[src/common/vrac_pkg.sv]
// constants shared by the screen-memory access controller
package vrac_pkg;
    // clock and pixel timing
    localparam int CLK_PERIOD_NS = 50;
    localparam int PIXEL_PERIOD_NS = 200;
    localparam int PIXEL_DIV = (PIXEL_PERIOD_NS + CLK_PERIOD_NS - 1) / CLK_PERIOD_NS;
    localparam logic [1:0] PIXEL_DIV_LAST = 2'(PIXEL_DIV - 1);
    localparam int H_TOTAL = 320;
    localparam logic [8:0] H_LAST = 9'(H_TOTAL - 1);
    localparam int RETRACE_NS = 12800;
    localparam int RETRACE_PIXELS = RETRACE_NS / PIXEL_PERIOD_NS;

    // horizontal count bit positions
    localparam int HB0 = 0;
    localparam int HB1 = 1;
    localparam int HB2 = 2;
    localparam int HB3 = 3;
    localparam int HB4 = 4;
    localparam int HB8 = 8;
    localparam logic [2:0] BYTE_LOAD_PIXEL = 3'h7;

    // synchronised input bit positions
    localparam int SY_MEM_REQUEST_N = 0;
    localparam int SY_REFRESH_CYCLE_N = 1;
    localparam int SY_RD = 2;
    localparam int SY_WR = 3;
    localparam int SY_SEL = 4;
    localparam int SY_W = 5;
    localparam logic [4:0] SYNC_RST = 5'h0f;

    // reset values
    localparam logic STROBE_IDLE = 1'b1;
    localparam logic [5:0] ADDR_RST = 6'h00;
    localparam logic [7:0] BYTE_RST = 8'h00;
    localparam logic [1:0] CS_IDLE = 2'h3;

    // address multiplexer select codes
    typedef enum logic [1:0] {
        VRAC_SEL_VID_ROW = 2'b00,
        VRAC_SEL_VID_COL = 2'b01,
        VRAC_SEL_CPU_ROW = 2'b10,
        VRAC_SEL_CPU_COL = 2'b11
    } vrac_sel_e;

    // logic unit functions
    typedef enum logic [2:0] {
        VRAC_FN_PASS = 3'b000,
        VRAC_FN_XOR = 3'b001,
        VRAC_FN_OR = 3'b010,
        VRAC_FN_NOT_NEW = 3'b011,
        VRAC_FN_NOT_OLD = 3'b100
    } vrac_fn_e;
endpackage : vrac_pkg

[src/verilog/vrac_logic_unit.sv]
// five-function byte logic unit for read-modify-write
`timescale 1ns/1ns
`default_nettype none
module vrac_logic_unit (
    // operands
    input wire logic [7:0] new_byte_i,
    input wire logic [7:0] old_byte_i,
    // function select
    input wire logic [2:0] func_i,
    // result
    output logic [7:0] result_o
);
    always_comb begin
        case (func_i)
            vrac_pkg::VRAC_FN_XOR: result_o = new_byte_i ^ old_byte_i;
            vrac_pkg::VRAC_FN_OR: result_o = new_byte_i | old_byte_i;
            vrac_pkg::VRAC_FN_NOT_NEW: result_o = ~new_byte_i;
            vrac_pkg::VRAC_FN_NOT_OLD: result_o = ~old_byte_i;
            // unused codes fall back to pass-through
            default: result_o = new_byte_i;
        endcase
    end
endmodule : vrac_logic_unit
`default_nettype wire

[src/verilog/vrac_top.sv]
// screen-memory access controller: address mux, strobes, rmw and video serializer
`timescale 1ns/1ns
`default_nettype none
module vrac_top (
    // clock and reset
    input wire logic clk_i,
    input wire logic srst_i,
    // processor side
    input wire logic [12:0] cpu_addr_i,
    input wire logic [7:0] cpu_wdata_i,
    input wire logic [2:0] alu_func_i,
    input wire logic mem_request_n_i,
    input wire logic refresh_cycle_n_i,
    input wire logic cpu_read_n_i,
    input wire logic cpu_write_n_i,
    input wire logic screen_select_i,
    output logic [7:0] cpu_rdata_o,
    output logic cpu_rdata_oe_n_o,
    // vertical count from the sync counters
    input wire logic [7:0] vcount_i,
    // screen ram
    output logic [5:0] ram_addr_o,
    output logic ram_row_strobe_n_o,
    output logic ram_col_strobe_n_o,
    output logic [1:0] ram_chip_select_n_o,
    output logic ram_write_enable_n_o,
    input wire logic [7:0] ram_rdata_i,
    output logic [7:0] ram_wdata_o,
    output logic ram_wdata_oe_n_o,
    // video
    output logic video_serial_o,
    output logic video_cycle_n_o
);
    // input synchronisers: three stages, change taken once stages two and three agree
    logic [vrac_pkg::SY_W-1:0] sync1_reg, sync1_next;
    logic [vrac_pkg::SY_W-1:0] sync2_reg, sync2_next;
    logic [vrac_pkg::SY_W-1:0] sync3_reg, sync3_next;
    logic [vrac_pkg::SY_W-1:0] filt_reg, filt_next;

    // pixel timing
    logic [1:0] div_reg, div_next;
    logic [8:0] hcount_reg, hcount_next;
    logic pixel_tick;

    // strobe generation
    logic write_enable_window_reg, write_enable_window_next;
    logic video_row_request_reg, video_row_request_next;
    logic cpu_row_request_reg, cpu_row_request_next;
    logic ras_dly_reg, ras_dly_next;
    logic ras_n_reg, ras_n_next;
    logic cas_n_reg, cas_n_next;
    logic [1:0] cs_n_reg, cs_n_next;
    logic we_n_reg, we_n_next;
    logic [5:0] addr_reg, addr_next;
    logic vcn_reg, vcn_next;

    // data path
    logic [7:0] rd_latch_reg, rd_latch_next;
    logic [7:0] wdata_reg, wdata_next;
    logic wdata_oe_n_reg, wdata_oe_n_next;
    logic [7:0] cpu_rdata_reg, cpu_rdata_next;
    logic cpu_rdata_oe_n_reg, cpu_rdata_oe_n_next;
    logic [7:0] vid_byte_reg, vid_byte_next;
    logic [7:0] shift_reg, shift_next;
    logic serial_reg, serial_next;

    // combinational helpers
    logic video_cycle_n;
    logic shift_load_n;
    logic cpu_set;
    logic cpu_write;
    logic cpu_read;
    logic [7:0] alu_result;
    logic [7:0] old_byte;
    vrac_pkg::vrac_sel_e sel;

    // the logic unit takes the latch input while it is transparent, so the modified byte
    // is ready in the same clock in which the write strobe falls
    assign old_byte = we_n_reg ? ram_rdata_i : rd_latch_reg;

    vrac_logic_unit u_logic_unit (
        .new_byte_i(cpu_wdata_i),
        .old_byte_i(old_byte),
        .func_i(alu_func_i),
        .result_o(alu_result)
    );

    always_comb begin
        // synchronisers
        // a pulse shorter than two clocks never reaches the filtered copy
        sync1_next = {screen_select_i, cpu_write_n_i, cpu_read_n_i, refresh_cycle_n_i, mem_request_n_i};
        sync2_next = sync1_reg;
        sync3_next = sync2_reg;
        filt_next = filt_reg;
        for (int i = 0; i < vrac_pkg::SY_W; i++) begin
            if (sync2_reg[i] == sync3_reg[i]) begin
                filt_next[i] = sync3_reg[i];
            end
        end

        // pixel tick every 200 ns from the single 20 MHz clock
        pixel_tick = (div_reg == vrac_pkg::PIXEL_DIV_LAST);
        div_next = pixel_tick ? 2'h0 : div_reg + 2'h1;
        // count wraps after retrace, giving 320 pixels per line
        hcount_next = hcount_reg;
        if (pixel_tick) begin
            hcount_next = (hcount_reg == vrac_pkg::H_LAST) ? 9'h000 : hcount_reg + 9'h001;
        end

        // video cycle: low while hcount bit 2 low, held off during retrace
        video_cycle_n = hcount_reg[vrac_pkg::HB2] | hcount_reg[vrac_pkg::HB8];
        vcn_next = video_cycle_n;

        cpu_write = ~filt_reg[vrac_pkg::SY_WR];
        cpu_read = ~filt_reg[vrac_pkg::SY_RD];

        // processor request gating: only in the idle half of a byte time
        // in the active line this window is a single pixel: the processor must end its cycle
        // with refresh before the next video row, as nothing here arbitrates between them
        cpu_set = hcount_reg[vrac_pkg::HB1] & video_cycle_n & filt_reg[vrac_pkg::SY_SEL]
                  & ~hcount_reg[vrac_pkg::HB0] & ~filt_reg[vrac_pkg::SY_MEM_REQUEST_N];

        write_enable_window_next = write_enable_window_reg;
        video_row_request_next = video_row_request_reg;
        cpu_row_request_next = cpu_row_request_reg;
        ras_dly_next = ras_dly_reg;
        if (pixel_tick) begin
            write_enable_window_next = ~hcount_reg[vrac_pkg::HB1] & hcount_reg[vrac_pkg::HB0] ? 1'b0
                                       : (~hcount_reg[vrac_pkg::HB0] & hcount_reg[vrac_pkg::HB1]);
            video_row_request_next = ~(video_cycle_n | write_enable_window_reg);
            if (cpu_set) begin
                cpu_row_request_next = 1'b1;
            end
            // register stage of the row-to-column delay
            // it advances on the pixel tick, so a processor column phase trails its row by a pixel
            ras_dly_next = video_row_request_reg | cpu_row_request_reg;
        end
        // refresh after an opcode fetch ends the processor cycle; it wins over a set
        if (~filt_reg[vrac_pkg::SY_REFRESH_CYCLE_N]) begin
            cpu_row_request_next = 1'b0;
        end

        // row strobe is the nor of both requests
        ras_n_next = ~(video_row_request_reg | cpu_row_request_reg);
        // extra clock-phase stage models the analogue delay, so column always trails row
        cas_n_next = ~(ras_dly_reg & ~ras_n_reg);

        // address select: upper bit from video cycle, lower from column timing
        // the address is registered like the strobes, so both change on the same edge
        sel = vrac_pkg::vrac_sel_e'({vcn_reg, ras_dly_reg});
        case (sel)
            vrac_pkg::VRAC_SEL_VID_ROW: addr_next = {vcount_i[1:0], hcount_reg[7:4]};
            vrac_pkg::VRAC_SEL_VID_COL: addr_next = vcount_i[7:2];
            vrac_pkg::VRAC_SEL_CPU_ROW: addr_next = cpu_addr_i[6:1];
            vrac_pkg::VRAC_SEL_CPU_COL: addr_next = cpu_addr_i[12:7];
            default: addr_next = vrac_pkg::ADDR_RST;
        endcase

        // chip select drops with the row strobe, ahead of the column strobe
        // hcount bit 3 alternates the banks from one video byte to the next
        cs_n_next = vrac_pkg::CS_IDLE;
        if (video_row_request_reg) begin
            cs_n_next = hcount_reg[vrac_pkg::HB3] ? 2'h1 : 2'h2;
        end else if (cpu_row_request_reg) begin
            cs_n_next = cpu_addr_i[0] ? 2'h1 : 2'h2;
        end

        // write strobe falls one clock after the column strobe, inside the same cycle
        we_n_next = ~(cpu_row_request_reg & ~cas_n_reg & cpu_write);

        // read latch transparent while the write strobe is high; the held copy feeds read-back,
        // video capture and, while the write strobe is low, the logic unit
        rd_latch_next = old_byte;

        // modified byte is driven only while the write strobe is low
        wdata_next = alu_result;
        wdata_oe_n_next = we_n_next;

        // processor read-back stays off during a write
        cpu_rdata_next = cpu_rdata_reg;
        cpu_rdata_oe_n_next = 1'b1;
        if (cpu_row_request_reg & cpu_read & ~cpu_write & we_n_reg) begin
            cpu_rdata_oe_n_next = 1'b0;
            if (~cas_n_reg) begin
                cpu_rdata_next = rd_latch_reg;
            end
        end

        // capture the video byte only on a video read with no write
        vid_byte_next = vid_byte_reg;
        if (video_row_request_reg & ~cas_n_reg & we_n_reg) begin
            vid_byte_next = rd_latch_reg;
        end

        // serializer: load on the last pixel of a byte, else shift msb first
        // no load during retrace, so the line tail shifts out zeros
        shift_load_n = ~((hcount_reg[2:0] == vrac_pkg::BYTE_LOAD_PIXEL) & ~hcount_reg[vrac_pkg::HB8]);
        shift_next = shift_reg;
        serial_next = serial_reg;
        if (pixel_tick) begin
            if (~shift_load_n) begin
                shift_next = vid_byte_reg;
            end else begin
                shift_next = {shift_reg[6:0], 1'b0};
            end
            serial_next = shift_reg[7];
        end
    end

    always_ff @(posedge clk_i) begin
        if (srst_i) begin
            sync1_reg <= vrac_pkg::SYNC_RST;
            sync2_reg <= vrac_pkg::SYNC_RST;
            sync3_reg <= vrac_pkg::SYNC_RST;
            filt_reg <= vrac_pkg::SYNC_RST;
            div_reg <= 2'h0;
            hcount_reg <= 9'h000;
            write_enable_window_reg <= 1'b0;
            video_row_request_reg <= 1'b0;
            cpu_row_request_reg <= 1'b0;
            ras_dly_reg <= 1'b0;
            ras_n_reg <= vrac_pkg::STROBE_IDLE;
            cas_n_reg <= vrac_pkg::STROBE_IDLE;
            cs_n_reg <= vrac_pkg::CS_IDLE;
            we_n_reg <= vrac_pkg::STROBE_IDLE;
            addr_reg <= vrac_pkg::ADDR_RST;
            vcn_reg <= 1'b0;
            rd_latch_reg <= vrac_pkg::BYTE_RST;
            wdata_reg <= vrac_pkg::BYTE_RST;
            wdata_oe_n_reg <= 1'b1;
            cpu_rdata_reg <= vrac_pkg::BYTE_RST;
            cpu_rdata_oe_n_reg <= 1'b1;
            vid_byte_reg <= vrac_pkg::BYTE_RST;
            shift_reg <= vrac_pkg::BYTE_RST;
            serial_reg <= 1'b0;
        end else begin
            sync1_reg <= sync1_next;
            sync2_reg <= sync2_next;
            sync3_reg <= sync3_next;
            filt_reg <= filt_next;
            div_reg <= div_next;
            hcount_reg <= hcount_next;
            write_enable_window_reg <= write_enable_window_next;
            video_row_request_reg <= video_row_request_next;
            cpu_row_request_reg <= cpu_row_request_next;
            ras_dly_reg <= ras_dly_next;
            ras_n_reg <= ras_n_next;
            cas_n_reg <= cas_n_next;
            cs_n_reg <= cs_n_next;
            we_n_reg <= we_n_next;
            addr_reg <= addr_next;
            vcn_reg <= vcn_next;
            rd_latch_reg <= rd_latch_next;
            wdata_reg <= wdata_next;
            wdata_oe_n_reg <= wdata_oe_n_next;
            cpu_rdata_reg <= cpu_rdata_next;
            cpu_rdata_oe_n_reg <= cpu_rdata_oe_n_next;
            vid_byte_reg <= vid_byte_next;
            shift_reg <= shift_next;
            serial_reg <= serial_next;
        end
    end

    // all outputs straight from flip-flops
    assign ram_addr_o = addr_reg;
    assign ram_row_strobe_n_o = ras_n_reg;
    assign ram_col_strobe_n_o = cas_n_reg;
    assign ram_chip_select_n_o = cs_n_reg;
    assign ram_write_enable_n_o = we_n_reg;
    assign ram_wdata_o = wdata_reg;
    assign ram_wdata_oe_n_o = wdata_oe_n_reg;
    assign cpu_rdata_o = cpu_rdata_reg;
    assign cpu_rdata_oe_n_o = cpu_rdata_oe_n_reg;
    assign video_serial_o = serial_reg;
    assign video_cycle_n_o = vcn_reg;
endmodule : vrac_top
`default_nettype wire

[config.mk]
export PLATFORM = sky130hd
export DESIGN_NAME = vrac_top
export DESIGN_NICKNAME = d
export VERILOG_FILES = /design/src/common/vrac_pkg.sv /design/src/verilog/vrac_logic_unit.sv /design/src/verilog/vrac_top.sv
export SDC_FILE = /design/constraint.sdc
export NUM_CORES = 1
export LEC_CHECK = 0
export ABC_AREA = 1
export BUFFER_PORTS_ARGS = -buffer_cell sky130_fd_sc_hd__buf_2
export CAP_MARGIN = 40
export CORE_MARGIN = 2
export CORE_UTILIZATION = 40
export CTS_CLUSTER_SIZE = 30
export DETAILED_ROUTE_END_ITERATION = 8
export PLACE_DENSITY = 0.7
export SLEW_MARGIN = 0
export SYNTH_ARGS = -nofsm -noshare
export SYNTH_HDL_FRONTEND = slang
export SYNTH_HIERARCHICAL = 1
export SYNTH_SLANG_ARGS = --single-unit
[constraint.sdc]
create_clock -name clk_i -period 2.7 [get_ports clk_i]
set_input_delay 0.27 -clock clk_i [delete_from_list [all_inputs] [get_ports clk_i]]
set_output_delay 0.27 -clock clk_i [all_outputs]
set_load 0.03 [all_outputs]
==> impl_summary.txt <==
----------------------------------------------------
[Drt]
  Post-DRT Antenna Nets ... 0
  DRC errors left ... 0
  DR WL/cell ... 11.9 um
  Routed via count ... 3,546
  Count of routing violations after the opening detailed-route iteration ... 130
  Iteration count of the initial detailed-routing pass ... 4
  Routed Wire Length ... 8760 um
  Mean number of vias per cell ... 4.80

[Power and ir drop]
  Power density relative to cell area ... 535 mW/mm^2
  Total power ... 0.00248 W
  Peak ir drop on the vdd network ... 244 uV
  Cell leakage power ... 2.12 nW

[Finish]
  Synth-to-layout area growth ... 16.4%
  Commonest cells after routing, fill and taps aside ... sky130_fd_sc_hd__nand2_1 (111), sky130_fd_sc_hd__dfxtp_1 (89), sky130_fd_sc_hd__buf_2 (77)
  Number of flip-flops under the largest register name ... 9
  Number of diodes added for antenna fixing ... 0
  Count of fill cells added during filler insertion ... 991
  Most common cell after layout, fill and taps aside ... sky130_fd_sc_hd__nand2_1
  Layout cells sized above 1 ... 0.239
  Area taken by flip-flops and latches ... 0.00178 sq mm
  Multi-input combinational cell area ... 0.00184 sq mm
  Total number of nets in the final design ... 660

[Clock tree]
  Buffers from clock root to sink, at most ... 2
  TritonCTS buffer count ... 9
  Number of gates resized after CTS ... 0
  Count of hold buffers inserted by post-cts repair ... 0
  Root Driver ... sky130_fd_sc_hd__clkbuf_8
  CTS HTree Levels ... 3
  Count of buffers added by post-CTS timing repair for setup ... 0
  CTS tree ... built
  Clock edge transition at the registers on the reported setup and hold paths ... 0.10 ns
  Skew-Pair Late Insertion Delay ... 0.36 ns
  Clk sink count ... 89

[Timing]
  Headroom to the max-slew limit ... 0.727
  Tightest Pin Transition ... 0.409 ns
  Highest clock rate ... 0.551 GHz
  Number of setup violations in the final report ... 0
  Final Cycle Share ... 0.672
  Clk_skew ... 0.0127 ns
  Min cycle time layout ... 1.82 ns
  Fin Setup TNS ... 0 ns
  Worst hold slack ... 0.0849 ns
  Setup repair after global routing missed its margin ... false
  Final number of hold-violating endpoints ... 0
  Fin. max-slew vios ... 0

[Synthesis]
  Number of distinct library cells after synthesis ... 26
  Combined area of all synthesized cells ... 0.00397 sq mm
  Seq/Total Area, Yosys ... 0.449
  Number of warnings reported in the yosys synthesis log ... 6
  Flop and latch count out of synthesis ... 89
  Synth Net Count ... 586
  Number of instances in the synthesized netlist ... 527
  Average cell area after synthesis ... 7.54 sq um

[Setup path]
  CP Capture Type ... flop
  Setup slack, reg-to-reg ... 0.88 ns
  Endpoint of the worst register-to-register path ... ram_wdata_o[0]
  Maximum fanout along the worst path ... 13
  Worst path most repeated cell ... sky130_fd_sc_hd__nand2_1
  Type of the worst setup path ... flop to flop
  Origin of the critical flop-to-flop path ... ram_wdata_oe_n_o
  Crit path launch type ... flop
  Data required time of the worst path ... 2.93 ns
  Arrival time reported for the critical path endpoint ... 2.05 ns
  Worst reg2reg path depth ... 11
  Cell with the biggest individual delay on the critical path ... sky130_fd_sc_hd__dfxtp_1
  Worst stage delay on the critical path ... 0.58 ns
  Ordered list of cells on the worst path ... inv_1 -> nand2_1 -> nand2_1 -> inv_1 -> ha_1 -> nand4_1 -> nand2_1 -> nor2_1 -> nand2_1 -> inv_1 -> nor2_1

[Min path]
  Class of the tightest hold or removal check ... primary input to flop
  Hold Crit Depth ... 2
  End point of the most critical hold path ... sync1_reg[0]
  Worst Min Path Start ... mem_request_n_i

[Floorplan]
  Initial core utilization ... 0.410
  Area of the die ... 0.0107 sq mm
  Chip Width ... 104 um
  Core footprint ... 0.00968 sq mm
  Standard-cell row count ... 36
  Number of top-level pins ... 78
  Overall die height ... 104 um

[Placed design]
  Final RePlAce weighted congestion ... 0.871
  Count of input and output buffers ... 77
  Sum of net half-perimeters after detailed placement ... 6550 um

[Global routing]
  GR Overflow Total ... 0
  Global-route wire length before repair ... 15,100 um
  Pin count of the biggest net entering global routing ... 39
  Overall track demand over capacity in global routing ... 0.170
  Vias in the first global route ... 3,450
  Number of antenna violations at the first check in global routing ... 0

[Run]
  Number of max-capacitance violations reported ... 0

[Outcome]
  Run status ... completed

----------------------------------------------------
[area by class of cell]
| type | count | share of cell area |
|---|---|---|
| multi-input combinational | 357 | 0.399 |
| sequential | 89 | 0.385 |
| timing repair buffer | 79 | 0.0866 |
| inverter | 65 | 0.0528 |
| tap | 133 | 0.0360 |
| clock buffer | 10 | 0.0298 |
| clock inverter | 6 | 0.0108 |
[power breakdown]
group	total (W)	internal [W]	switching [W]
sequential	0.00137	0.00135	0.0000197
clock	0.000862	0.000371	0.000492
combinational	0.000245	0.0000871	0.000158
total	0.00248	0.00181	0.000670
[stage by stage]
step,std cells,util,instance area [sq um],worst slack [ns]
2_1_floorplan,527,-,3970,1.02
3_3_place_gp,723,0.458,4440,0.967
6_report,739,0.477,4620,0.885
4_1_cts,739,0.477,4620,0.877
5_1_grt,739,0.477,4620,0.590
3_5_place_dp,723,0.458,4440,0.902
[synth_stat cells (all sizes together)]
master | n | area [sq um]
nand2 | 117 | 464
buf | 15 | 100
ha | 12 | 150
a21oi | 29 | 149
clkbuf | 1 | 3.75
xor2 | 2 | 17.5
a31oi | 6 | 37.5
inv | 65 | 244
dfxtp | 89 | 1780
nand4 | 11 | 68.8
nand3 | 52 | 270
nor3 | 1 | 5.00
nor2 | 68 | 308
o22ai | 3 | 37.5
o21ai | 45 | 267
or2 | 11 | 68.8
[logic make-up after synthesis]
| logic type | Yosys count | share of synthesized area |
|---|---|---|
| AND/OR/NAND/NOR | 260 | 0.298 |
| AO/OA/AOI/OAI | 83 | 0.123 |
| XOR/XNOR | 2 | 0.00441 |
| buffers and inverters | 81 | 0.0876 |
| flip-flops | 89 | 0.449 |
| adder cells (fa/ha/maj) | 12 | 0.0378 |
[worst max-delay path: cells and delay by family, from the launching register on]
family	cells	cell delay, ns
buffers and inverters	3	0.36
AND/OR/NAND/NOR	7	0.51
flip-flops	1	0.58
adder cells (fa/ha/maj)	1	0.23
[metal layers]
layer  up-vias  wire, um  GRT usage
met5         -         0          0
met4         0       163     0.0753
met3        15       423     0.0321
met2       101      4100      0.300
met1      1584      4070      0.201
li1       1846         -          -
[worst max path at each step]
stage	to	from	depth (start not counted)
6_report	ram_wdata_o[0]	ram_wdata_oe_n_o	11
3_3_place_gp	ram_wdata_o[0]	ram_wdata_oe_n_o	11
5_1_grt	ram_wdata_o[0]	ram_wdata_oe_n_o	11
3_5_place_dp	ram_wdata_o[0]	ram_wdata_oe_n_o	11
2_1_floorplan	ram_wdata_o[0]	ram_wdata_oe_n_o	12
4_1_cts	ram_wdata_o[0]	ram_wdata_oe_n_o	11
(Power assumes the default switching activity.)
